<file path="src/evport_params.svh">
// Constants for the coprocessor event port and its transfer controller
`ifndef EVPORT_PARAMS_SVH
`define EVPORT_PARAMS_SVH
`define CFG_WORDS       12
`define CFG_IDX_W       4
`define OUTP_ELEMS      18'h00002
`define CNT_W           18
`define DATA_W          32
`define LEN_LSB         0
`define LEN_W           16
`define MODE_SHARED_BIT 16
`define RATE_LSB        17
`define RATE_W          2
`define TABLE_BIT       19
`define PARAM_BIT       20
`define RATE_QUARTER    2'h2
`define REG_AW          8
`define REG_EXEC        8'h00
`define REG_STATUS      8'h04
`define REG_IRQ_STAT    8'h08
`define REG_IRQ_MASK    8'h0c
`define REG_FRAME       8'h10
`define EXEC_START_BIT  0
`define IRQ_W           2
`define IRQ_FRAME_DONE  0
`define IRQ_START_REFUSED 1
`endif

</file>
<file path="src/evport_pkg.sv">
// Types shared by both ends of the event port
`default_nettype none
`include "evport_params.svh"
package evport_pkg;
  typedef enum logic [2:0] {
    SET_CFG   = 3'h0,
    SET_SP    = 3'h1,
    SET_AP    = 3'h2,
    SET_TABLE = 3'h3,
    SET_HD    = 3'h4,
    SET_OUTP  = 3'h5,
    SET_EXT   = 3'h6
  } data_set_t;

  typedef enum logic [7:0] {
    ST_IDLE     = 8'h01,
    ST_IN_CFG   = 8'h02,
    ST_IN_SP    = 8'h04,
    ST_IN_AP    = 8'h08,
    ST_IN_TABLE = 8'h10,
    ST_DECODE   = 8'h20,
    ST_OUT_MAIN = 8'h40,
    ST_OUT_PAR  = 8'h80
  } dev_state_t;

  typedef enum logic [2:0] {
    DMA_IDLE  = 3'h1,
    DMA_WRITE = 3'h2,
    DMA_READ  = 3'h4
  } dma_state_t;

  typedef struct packed {
    dev_state_t                            state;
    logic                                  fire;
    logic [`CNT_W-1:0]                     remaining;
    logic [`CFG_WORDS-1:0][`DATA_W-1:0]    cfg;
    logic [`CFG_IDX_W-1:0]                 cfg_idx;
    data_set_t                             evt_set;
    logic [`CNT_W-1:0]                     evt_count;
    logic                                  evt_last;
    logic [`DATA_W-1:0]                    rdata;
    logic                                  core_valid;
    data_set_t                             core_set;
    logic [`DATA_W-1:0]                    core_data;
    logic                                  core_start;
    logic [`IRQ_W-1:0]                     irq_stat;
    logic [`IRQ_W-1:0]                     irq_mask;
    logic [`DATA_W-1:0]                    reg_rdata;
  } dev_regs_t;

  typedef struct packed {
    dma_state_t          state;
    data_set_t           set;
    logic [`CNT_W-1:0]   left;
    logic                last;
    logic                wr;
    logic [`DATA_W-1:0]  wdata;
    logic                rd;
    logic                rd_d;
    logic                rd_last_d;
    logic                dst_valid;
    data_set_t           dst_set;
    logic [`DATA_W-1:0]  dst_data;
    logic                done_irq;
  } dma_regs_t;
endpackage
`default_nettype wire

</file>
<file path="src/evport_if.sv">
// Event and element link between the coprocessor port and the transfer controller
`default_nettype none
`include "evport_params.svh"
interface evport_if;
  logic                   input_request_event;
  logic                   readout_event;
  evport_pkg::data_set_t  evt_set;
  logic [`CNT_W-1:0]      evt_count;
  logic                   evt_last;
  logic                   elem_wr;
  logic [`DATA_W-1:0]     elem_wdata;
  logic                   elem_rd;
  logic [`DATA_W-1:0]     elem_rdata;

  modport device (
    output input_request_event, readout_event, evt_set, evt_count, evt_last, elem_rdata,
    input  elem_wr, elem_wdata, elem_rd
  );
  modport dma (
    input  input_request_event, readout_event, evt_set, evt_count, evt_last, elem_rdata,
    output elem_wr, elem_wdata, elem_rd
  );
endinterface
`default_nettype wire

</file>
<file path="src/evport_device.sv">
// Coprocessor end: raises input and readout events and moves elements to and from the core
// How it works
// [RULE1] Hard decisions leave packed in 64-bit words
// [RULE2] Output parameters: one 64-bit word, two elements
// [RULE3] Twelve configuration words arrive after start
// [RULE4] Readout events for output, input events for input
// [RULE5] Standalone: own event series per data set
// [RULE6] Input order: config, soft values, optional table
// [RULE7] Output: hard decisions, then optional parameter word
// [RULE8] Start command triggers first configuration request
// [RULE9] Controller interrupts after the final readout transfer
// [RULE10] Shared mode: single constituent decoder only
// [RULE11] Shared mode soft value and a-priori counts
// [RULE12] Soft values are 8-bit signed bytes
// [RULE13] Shared mode: extrinsic bytes, 8-byte rounded buffer
// [RULE14] Buffers sit on 64-bit boundaries
// [RULE15] Cleared table flag reuses the stored table
// [RULE16] Table: one 16-bit index per bit
// [RULE17] Next data set only after full count moved
`default_nettype none
`include "evport_params.svh"
module evport_device (
  // Clock and reset
  input  wire logic                            clk_in,
  input  wire logic                            rst_n_in,
  // Link
  evport_if.device                             link,
  // Register port
  input  wire logic [`REG_AW-1:0]              reg_addr_in,
  input  wire logic [`DATA_W-1:0]              reg_wdata_in,
  input  wire logic                            reg_wr_in,
  input  wire logic                            reg_rd_in,
  output logic [`DATA_W-1:0]                   reg_rdata_out,
  output logic                                 irq_out,
  // Decoder core side
  output logic [`CFG_WORDS*`DATA_W-1:0]        cfg_words_out,
  output logic                                 core_valid_out,
  output logic [2:0]                           core_set_out,
  output logic [`DATA_W-1:0]                   core_data_out,
  output logic                                 core_start_out,
  input  wire logic                            core_done_in,
  output logic                                 core_rd_out,
  input  wire logic [`DATA_W-1:0]              core_rd_data_in
);
  evport_pkg::dev_regs_t q_reg;
  evport_pkg::dev_regs_t q_next;
  logic                  shared_mode;
  logic                  table_flag;
  logic                  param_flag;
  logic                  in_state;
  logic                  out_state;
  logic                  take_wr;
  logic                  take_rd;
  logic                  start_cmd;
  logic [`IRQ_W-1:0]     irq_evt;

  // Two 32-bit elements per 64-bit word, so counts are always even
  function automatic logic [`CNT_W-1:0] elems_for_bytes(input logic [`CNT_W+1:0] bytes);
    logic [`CNT_W+1:0] words;
    words = (bytes + 20'h00007) >> 3;
    return {words[`CNT_W-2:0], 1'b0}; // [RULE14]
  endfunction

  // Element count of each data set, from the stored frame settings
  function automatic logic [`CNT_W-1:0] count_for(input evport_pkg::data_set_t s,
                                                   input logic [`DATA_W-1:0] w0);
    logic [`CNT_W+1:0] f;
    logic [`CNT_W+1:0] r;
    logic [`CNT_W+1:0] b;
    f = {4'h0, w0[`LEN_LSB +: `LEN_W]};
    r = {18'h00000, w0[`RATE_LSB +: `RATE_W]} + 20'h00002;
    case (s)
      evport_pkg::SET_CFG:   b = 20'h00000;
      evport_pkg::SET_SP:
      begin
        if (!w0[`MODE_SHARED_BIT])
          b = (20'(f * r));
        else if (w0[`RATE_LSB +: `RATE_W] == `RATE_QUARTER)
          b = (20'(f * 20'h00005) + 20'h00001) >> 1; // [RULE11]
        else
          b = f << 1; // [RULE11]
      end
      evport_pkg::SET_AP:    b = f; // [RULE11]
      evport_pkg::SET_TABLE: b = f << 1; // [RULE16]
      evport_pkg::SET_HD:    b = ((f + 20'h0003f) >> 6) << 3; // [RULE1]
      evport_pkg::SET_EXT:   b = f; // [RULE13]
      default:               b = 20'h00000;
    endcase
    if (s == evport_pkg::SET_CFG)
      return 18'(`CFG_WORDS); // [RULE3]
    else if (s == evport_pkg::SET_OUTP)
      return `OUTP_ELEMS; // [RULE2]
    else
      return elems_for_bytes(b);
  endfunction

  assign shared_mode = q_reg.cfg[0][`MODE_SHARED_BIT];
  assign table_flag  = q_reg.cfg[0][`TABLE_BIT];
  assign param_flag  = q_reg.cfg[0][`PARAM_BIT];
  assign in_state    = (q_reg.state == evport_pkg::ST_IN_CFG) ||
                       (q_reg.state == evport_pkg::ST_IN_SP) ||
                       (q_reg.state == evport_pkg::ST_IN_AP) ||
                       (q_reg.state == evport_pkg::ST_IN_TABLE);
  assign out_state   = (q_reg.state == evport_pkg::ST_OUT_MAIN) ||
                       (q_reg.state == evport_pkg::ST_OUT_PAR);
  // Strays outside a request or past its count are dropped
  assign take_wr     = link.elem_wr && in_state && !q_reg.fire && (q_reg.remaining != '0);
  assign take_rd     = link.elem_rd && out_state && !q_reg.fire && (q_reg.remaining != '0);
  assign start_cmd   = reg_wr_in && (reg_addr_in == `REG_EXEC) &&
                       reg_wdata_in[`EXEC_START_BIT];

  assign link.input_request_event = q_reg.fire && in_state; // [RULE4]
  assign link.readout_event       = q_reg.fire && out_state; // [RULE4]
  assign link.evt_set    = q_reg.evt_set;
  assign link.evt_count  = q_reg.evt_count;
  assign link.evt_last   = q_reg.evt_last;
  assign link.elem_rdata = q_reg.rdata;
  assign core_rd_out     = take_rd;
  assign core_valid_out  = q_reg.core_valid;
  assign core_set_out    = q_reg.core_set;
  assign core_data_out   = q_reg.core_data;
  assign core_start_out  = q_reg.core_start;
  assign cfg_words_out   = q_reg.cfg;
  assign reg_rdata_out   = q_reg.reg_rdata;
  assign irq_out         = |(q_reg.irq_stat & q_reg.irq_mask);

  always_comb
  begin
    q_next            = q_reg;
    q_next.core_valid = 1'b0;
    q_next.core_start = 1'b0;
    q_next.fire       = 1'b0;
    q_next.rdata      = '0;
    irq_evt           = '0;
    if (take_wr)
    begin
      q_next.remaining  = q_reg.remaining - 1'b1;
      q_next.core_valid = 1'b1;
      q_next.core_set   = q_reg.evt_set;
      q_next.core_data  = link.elem_wdata; // [RULE12]
      if (q_reg.state == evport_pkg::ST_IN_CFG)
      begin
        q_next.cfg[q_reg.cfg_idx] = link.elem_wdata; // [RULE3]
        q_next.cfg_idx            = q_reg.cfg_idx + 1'b1;
      end
    end
    if (take_rd)
    begin
      q_next.remaining = q_reg.remaining - 1'b1;
      q_next.rdata     = core_rd_data_in;
    end
    // Fire stays high one cycle, then the count runs out before moving on
    if (!q_reg.fire && (q_next.remaining == '0)) // [RULE17]
    begin
      case (q_reg.state)
        evport_pkg::ST_IDLE:
        begin
          if (start_cmd)
          begin
            q_next.state   = evport_pkg::ST_IN_CFG; // [RULE8]
            q_next.evt_set = evport_pkg::SET_CFG;
            q_next.cfg_idx = '0;
          end
        end
        evport_pkg::ST_IN_CFG:
        begin
          q_next.state   = evport_pkg::ST_IN_SP; // [RULE6]
          q_next.evt_set = evport_pkg::SET_SP;
        end
        evport_pkg::ST_IN_SP:
        begin
          if (q_next.cfg[0][`MODE_SHARED_BIT])
          begin
            q_next.state   = evport_pkg::ST_IN_AP; // [RULE10]
            q_next.evt_set = evport_pkg::SET_AP;
          end
          else if (table_flag)
          begin
            q_next.state   = evport_pkg::ST_IN_TABLE; // [RULE6]
            q_next.evt_set = evport_pkg::SET_TABLE;
          end
          else
          begin
            // Core keeps the previous table
            q_next.state      = evport_pkg::ST_DECODE; // [RULE15]
            q_next.core_start = 1'b1;
          end
        end
        evport_pkg::ST_IN_AP, evport_pkg::ST_IN_TABLE:
        begin
          q_next.state      = evport_pkg::ST_DECODE;
          q_next.core_start = 1'b1;
        end
        evport_pkg::ST_DECODE:
        begin
          if (core_done_in)
          begin
            q_next.state   = evport_pkg::ST_OUT_MAIN; // [RULE7]
            // No on-chip hard decisions in shared mode
            q_next.evt_set = shared_mode ? evport_pkg::SET_EXT : evport_pkg::SET_HD; // [RULE10]
          end
        end
        evport_pkg::ST_OUT_MAIN:
        begin
          if (!shared_mode && param_flag)
          begin
            q_next.state   = evport_pkg::ST_OUT_PAR; // [RULE7]
            q_next.evt_set = evport_pkg::SET_OUTP;
          end
          else
          begin
            q_next.state = evport_pkg::ST_IDLE;
            irq_evt[`IRQ_FRAME_DONE] = 1'b1;
          end
        end
        evport_pkg::ST_OUT_PAR:
        begin
          q_next.state = evport_pkg::ST_IDLE;
          irq_evt[`IRQ_FRAME_DONE] = 1'b1;
        end
        default:
        begin
          q_next.state = evport_pkg::ST_IDLE;
        end
      endcase
      if (q_next.state != q_reg.state && q_next.state != evport_pkg::ST_IDLE &&
          q_next.state != evport_pkg::ST_DECODE)
      begin
        // One event series per data set
        q_next.fire      = 1'b1; // [RULE5]
        q_next.evt_count = count_for(q_next.evt_set, q_next.cfg[0]);
        q_next.remaining = q_next.evt_count;
        q_next.evt_last  = (q_next.state == evport_pkg::ST_OUT_PAR) ||
                           ((q_next.state == evport_pkg::ST_OUT_MAIN) &&
                            (shared_mode || !param_flag)); // [RULE9]
      end
    end
    if (start_cmd && (q_reg.state != evport_pkg::ST_IDLE))
      irq_evt[`IRQ_START_REFUSED] = 1'b1;
    // Register port; an interrupt status read clears, a new event in that cycle still sets
    q_next.reg_rdata = '0;
    if (reg_rd_in)
    begin
      case (reg_addr_in)
        `REG_STATUS:   q_next.reg_rdata = {23'h000000, q_reg.fire, q_reg.state};
        `REG_IRQ_STAT: q_next.reg_rdata = {30'h00000000, q_reg.irq_stat};
        `REG_IRQ_MASK: q_next.reg_rdata = {30'h00000000, q_reg.irq_mask};
        `REG_FRAME:    q_next.reg_rdata = q_reg.cfg[0];
        default:       q_next.reg_rdata = '0;
      endcase
    end
    if (reg_wr_in && (reg_addr_in == `REG_IRQ_MASK))
      q_next.irq_mask = reg_wdata_in[`IRQ_W-1:0];
    q_next.irq_stat = ((reg_rd_in && (reg_addr_in == `REG_IRQ_STAT)) ? '0 : q_reg.irq_stat) |
                      irq_evt;
  end

  always_ff @(posedge clk_in or negedge rst_n_in)
  begin
    if (!rst_n_in)
    begin
      q_reg         <= '0;
      q_reg.state   <= evport_pkg::ST_IDLE;
    end
    else
    begin
      q_reg <= q_next;
    end
  end
endmodule
`default_nettype wire

</file>
<file path="src/flat_wrapper.sv">
// flat-port wrapper written by rule: the top's interface ports become plain ports
module evport_device_flat 
  (clk_in, rst_n_in, reg_addr_in, reg_wdata_in, reg_wr_in, reg_rd_in, reg_rdata_out, irq_out, cfg_words_out, core_valid_out, core_set_out, core_data_out, core_start_out, core_done_in, core_rd_out, core_rd_data_in, link_input_request_event, link_readout_event, link_evt_set, link_evt_count, link_evt_last, link_elem_rdata, link_elem_wr, link_elem_wdata, link_elem_rd);
  evport_if link_i ();
  input  wire logic clk_in;
  input  wire logic rst_n_in;
  input  wire logic [`REG_AW-1:0] reg_addr_in;
  input  wire logic [`DATA_W-1:0] reg_wdata_in;
  input  wire logic reg_wr_in;
  input  wire logic reg_rd_in;
  output logic [`DATA_W-1:0] reg_rdata_out;
  output logic irq_out;
  output logic [`CFG_WORDS*`DATA_W-1:0] cfg_words_out;
  output logic core_valid_out;
  output logic [2:0] core_set_out;
  output logic [`DATA_W-1:0] core_data_out;
  output logic core_start_out;
  input  wire logic core_done_in;
  output logic core_rd_out;
  input  wire logic [`DATA_W-1:0] core_rd_data_in;
  output wire logic [$bits(link_i.input_request_event)-1:0] link_input_request_event;
  output wire logic [$bits(link_i.readout_event)-1:0] link_readout_event;
  output wire logic [$bits(link_i.evt_set)-1:0] link_evt_set;
  output wire logic [$bits(link_i.evt_count)-1:0] link_evt_count;
  output wire logic [$bits(link_i.evt_last)-1:0] link_evt_last;
  output wire logic [$bits(link_i.elem_rdata)-1:0] link_elem_rdata;
  input wire logic [$bits(link_i.elem_wr)-1:0] link_elem_wr;
  input wire logic [$bits(link_i.elem_wdata)-1:0] link_elem_wdata;
  input wire logic [$bits(link_i.elem_rd)-1:0] link_elem_rd;
  assign link_input_request_event = link_i.input_request_event;
  assign link_readout_event = link_i.readout_event;
  assign link_evt_set = link_i.evt_set;
  assign link_evt_count = link_i.evt_count;
  assign link_evt_last = link_i.evt_last;
  assign link_elem_rdata = link_i.elem_rdata;
  assign link_i.elem_wr = link_elem_wr;
  assign link_i.elem_wdata = link_elem_wdata;
  assign link_i.elem_rd = link_elem_rd;
  evport_device u_core (.clk_in(clk_in), .rst_n_in(rst_n_in), .link(link_i), .reg_addr_in(reg_addr_in), .reg_wdata_in(reg_wdata_in), .reg_wr_in(reg_wr_in), .reg_rd_in(reg_rd_in), .reg_rdata_out(reg_rdata_out), .irq_out(irq_out), .cfg_words_out(cfg_words_out), .core_valid_out(core_valid_out), .core_set_out(core_set_out), .core_data_out(core_data_out), .core_start_out(core_start_out), .core_done_in(core_done_in), .core_rd_out(core_rd_out), .core_rd_data_in(core_rd_data_in));
endmodule
</file>
<file path="config.mk">
export PLATFORM = sky130hd
export DESIGN_NAME = evport_device_flat
export DESIGN_NICKNAME = d
export VERILOG_FILES = /design/src/evport_pkg.sv /design/src/evport_if.sv /design/src/evport_device.sv /design/src/flat_wrapper.sv
export VERILOG_INCLUDE_DIRS = /design/src /design/src/src
export SDC_FILE = /design/constraint.sdc
export NUM_CORES = 1
export LEC_CHECK = 0
export ABC_AREA = 1
export BUFFER_PORTS_ARGS = -buffer_cell sky130_fd_sc_hd__buf_4
export CAP_MARGIN = 20
export CORE_AREA = 5 5 240 242
export CTS_BUF_LIST = sky130_fd_sc_hd__clkbuf_4 sky130_fd_sc_hd__clkbuf_8
export DETAILED_ROUTE_END_ITERATION = 6
export DIE_AREA = 0 0 245 247
export PLACE_DENSITY = 0.76
export SLEW_MARGIN = 20
export SYNTH_ARGS = -nofsm -noshare
export SYNTH_HDL_FRONTEND = slang
export SYNTH_SLANG_ARGS = --single-unit
</file>
<file path="constraint.sdc">
create_clock -name clk_in -period 6.26 [get_ports clk_in]
set_input_delay 0.313 -clock clk_in [delete_from_list [all_inputs] [get_ports clk_in]]
set_output_delay 0.313 -clock clk_in [all_outputs]
set_load 0.03 [all_outputs]
</file>
# --- Word level (Yosys, flattened, before mapping) ---
# Cells that the tools add are included.
op_classes:
  reduce_logical: 37
  magnitude_cmp: 2
  n_mul: 2
  n_addsub: 6
  n_eq_ne: 25
  bitwise_logic: 2
  muxes: 46
ops:
  columns: ["op", "count"]
  rows:
  - ["2-to-1 mux 406 bit", 1]
  - ["2-to-1 mux 388 bit", 1]
  - ["bitwise mux 384 bit", 1]
  - ["demux 32 bit (select 4 bit)", 1]
  - ["case mux 32 bit (4 select lines)", 1]
  - ["2-to-1 mux 32 bit", 3]
  - ["case mux 20 bit (4 select lines)", 1]
  - ["2-to-1 mux 19 bit", 4]
  - ["2-to-1 mux 20 bit", 3]
  - ["2-to-1 mux 18 bit", 3]
  - ["case mux 8 bit (6 select lines)", 1]
  - ["2-to-1 mux 8 bit", 5]
  - ["2-to-1 mux 36 bit", 1]
  - ["2-to-1 mux 26 bit", 1]
  - ["equality test 8 x 4 -> 1 bit (second input constant)", 3]
  - ["adder 19 x 1 -> 20 bit (second input constant)", 1]
  - ["adder 20 x 3 -> 20 bit (second input constant)", 1]
  - ["multiplier 16 x 20 -> 20 bit", 1]
  - ["logical AND 1 bit", 19]
  - ["multiplier 16 x 3 -> 19 bit (second input constant)", 1]
  - ["zero test 18 bit", 1]
  - ["nonzero test 18 bit", 1]
  - ["subtractor 18 x 1 -> 18 bit (second input constant)", 1]
  - ["adder 16 x 6 -> 17 bit (second input constant)", 1]
  - ["other kinds (34)", 63]
totals:
  in_bits: 111
  out_inout_bits: 511
  elab_cells: 148
  register_bits: 542

# --- Depth between registers and ports, before layout ---
depth:
  ltp_word: 22
  mapped_depth: 35
  ltp_nobuf: 33

# --- Worst setup path after synthesis ---
# No wires, ideal clock.
synth_path:
  kind: "reg2reg"
  from: "register u_core.q_reg[515] in the netlist's numbering"
  to: "register u_core.q_reg[532] in the netlist's numbering"
  path_slack_ps: 2022
  n_path_buf: 1
  arrival_ps: 4116
  t_required_ps: 6138
  setup_ps: 122
  stages_incl_launch_ff: 30
  synth_period_minus_slack_ps: 4238
  path_cell_list: "dfrtp_1 > inv_1 > ha_1 > nand2_1 > nor2_1 > nand3_2 > nand2_2 > nor2_8 > o21ai_2 > clkbuf_1 > o21ai_0 > ha_1 > inv_1 > fa_1 > o31ai_1 > nand2_1 > o311ai_0 > xor2_1 > nand2_1 > nand2_1 > nor2_1 > nor2_1 > nand2_2 > nand2_1 > inv_2 > nand3_2 > nor2_4 > nand2_1 > nand3b_4 > nand2_1"
synth_lines:
  columns: ["item", "line", "text"]
  rows:
  - ["start, declared", "evport_device.sv:45", "evport_pkg::dev_regs_t q_reg;"]
  - ["start signal, assigned", "evport_device.sv:267", "q_reg <= q_next;"]

==> out/qor.yml <==
critical_path:
  cp_num_buf_inv: 5
  rrSetupSlack_ns: 0.80
  rr_worst_depth: 32
  critPathMostFrequentCell: "nand2_1"
  critPathKind: "flop to flop"
  required_ns: 6.81
  critical_path.reg2reg.endpoint: "u_core.q_reg[528]"
  max_stage_delay_ns: 0.47
  cp.depth: 32
  cp.arrival_ns: 6.02
  cp_max_fo: 19
  endpoint: "u_core.q_reg[528]"
  cp_top_family: "simple AND/OR/NAND/NOR gates"
  cp-end-kind: "flop"
  start_kind: "flop"
  setup.worst_path.start: "u_core.q_reg[127]"
  slowest_stage: "fa_1"
  r2r_start: "u_core.q_reg[127]"
route:
  post_drt_wl_per_cell_um: 20.47
  vias_per_cell: 5.222
  vias: 21960
  final_antenna_net_count: 0
  drt-total-wl_um: 86090
  drc: 0
  initialDrtViolationCount: 1779
  firstDrtPassIters: 5
yosys:
  avgSynthCellArea_um2: 8.470
  synth_area_leaders: "dfrtp_1 48%, buf_4 14%, nand2_1 11%"
  synth-simple-area-share_pct: 18.41
  synth_compound_area_share_pct: 11.14
  synth_area_mm2: 0.02827
  yosysWarningCount: 0
  synthAdderAreaFrac_pct: 2.638
  synthArstFlopShare_pct: 100.0
  synth_seq_area_share_pct: 47.89
  ys.flop_type: "dfrtp_1"
  syn_inst: 3338
  synth-edff-count: 0
  ys_top_cells_by_count: "792 x nand2_1, 540 x dfrtp_1, 510 x buf_4"
  synth-xor-area-share_pct: 1.115
  post-synth-top-area-cell: "dfrtp_1"
  synthMuxAreaShare_pct: 0.07966
  ys_ff_latch: 541
  yosysUniqueCellTypes: 56
  synth_top_area_share_pct: 47.79
  synth.most_common_cell: "nand2_1"
  synth_top_family_by_area: "buffers and inverters"
placement:
  place_inst: 4006
  io_buffers: 590
  post-dp-hpwl_um: 62140
  place_congestion: 0.9717
finish:
  multi_input_area_mm2: 0.009499
  utilization_pct: 57.96
  instances_no_fill: 4205
  antenna_cells: 0
  nets: 3605
  ff_latch_area_mm2: 0.01354
  area_growth_pct: 12.50
  drive_gt1_share_pct: 25.19
  fillers: 4835
timing:
  holdWs_ns: 0.1342
  fmax_mhz: 183.1
  post-route-min-period_ns: 5.463
  hold_viol: 0
  drv_slew: 0
  rsz0062_at_grt: "false"
  slew_headroom_pct: 36.08
  setup_viol: 0
  fin_skew_ns: 0.03973
  fin_crit_sh_pct: 87.26
  tns_ns: 0
  tightest_slew_ns: 0.9588
global_routing:
  grt_max_degree: 167
  grt_overflow: 0
  grt_pass1_vias: 20800
  track_usage_pct: 27.42
  grt_pass1_wl_um: 127200
  antenna_found_initial: 0
cts:
  cts_resized: 0
  root_buffer: "clkbuf_8"
  clk_transition_reported_paths_ns: 0.06
  clk_path_buf_depth: 3
  cts_inserted_buffers: 88
  h-tree-depth: 3
  post_cts_buffers: 0
  cts-hold-fix-buffers: 43
  worstSkewPairLatency_ns: 0.68
  cts.sinks: 541
  cts_tree: "yes"
power_and_ir_drop:
  power.leakage_uw: 0.01671
  ir_drop_v: 0.0001530
  power-per-cell-area_mw_per_mm2: 219.1
min_path:
  hold_class: "input port to flop"
  hp-start: "reg_addr_in[5]"
run:
  max-cap-violations: 0
floorplanning:
  die_w_um: 245
  die_area_mm2: 0.06052
  die_h_um: 247
  row_count: 86
  start_util_pct: 51.52
  pin_count: 622
  coreArea_mm2: 0.05488
run_status:
  status: "complete, no violations"
-- layout make-up --
class                   count  area share [%]
flip-flops and latches    541           42.57
clock buffers             137           5.397
well taps                 704           2.769
clock inverters            19          0.5192
inverters                 230           2.718
multi-input cells        1912           29.86
repair buffers            662           16.17
-- report_power, final --
group / switching (uW) / internal, uW
Sequential: 0.714 / 3500
Combinational: 158 / 59.3
Clock: 1450 / 1800
Total: 1610 / 5360
-- per-layer routing --
layer | share of wire, % | track usage [%] | vias to the layer above
met5 | 0 | 0 | -
met4 | 5.0 | 13.53 | 0
met3 | 8.8 | 7.144 | 204
met2 | 47 | 43.76 | 956
met1 | 39 | 34.95 | 10450
li1 | - | - | 10350
-- worst min path at each step --
stage	slack, ns	end	depth (start not counted)
3_3_place_gp	0.46	u_core.core_set_out[1]	2
2_1_floorplan	0.02	async pin	0
4_1_cts	0.06	u_core.q_reg[35]	6
3_5_place_dp	0.46	u_core.core_set_out[1]	2
6_report	0.13	u_core.q_reg[35]	6
5_1_grt	0.13	u_core.q_reg[35]	6
-- cell usage in the layout, fill, tap and decap left out, types with 18 or more instances in the layout --
cell           count
clkbuf_4          27
nand2_1          790
inv_1            212
xor2_1            25
ha_1              58
o21ai_1           18
dlygate4sd3_1     43
nand2_2           25
o21ai_0          434
nor2_1           206
dfrtp_1          540
a21oi_1           65
o21a_1            35
nand3_2           20
clkbuf_8         110
buf_4            614
nand4_1           23
nand3_1           95
-- through the flow --
stage	total power (uW)	setup slack [ns]	area [um2]
floorplan	3604	2.022	28280
global placement	3760	0.9511	29470
detailed placement	3760	0.9062	29500
CTS	7028	0.8701	31810
global route	7209	0.2376	31810
finish	6968	0.7975	31810
-- worst register-to-register path, delay by kind of cell, from the launching register on --
| family | cells | cell delay, ns |
|---|---|---|
| AOI/OAI and AO/OA | 5 | 1.13 |
| xor gates and xnor gates | 1 | 0.18 |
| DFF | 1 | 0.41 |
| adders and majority gates | 3 | 0.98 |
| and+or+nand+nor | 18 | 2.06 |
| buffers and inverters | 5 | 0.59 |
-- kinds of logic after synthesis --
kind of cell               count (synthesis)
DFF                                      541
buffers and inverters                    886
xor gates and xnor gates                  36
and+or+nand+nor                         1224
adders and majority gates                 59
other                                      1
muxes                                      2
AOI/OAI and AO/OA                        589
Power figures use the tool's default switching activity.
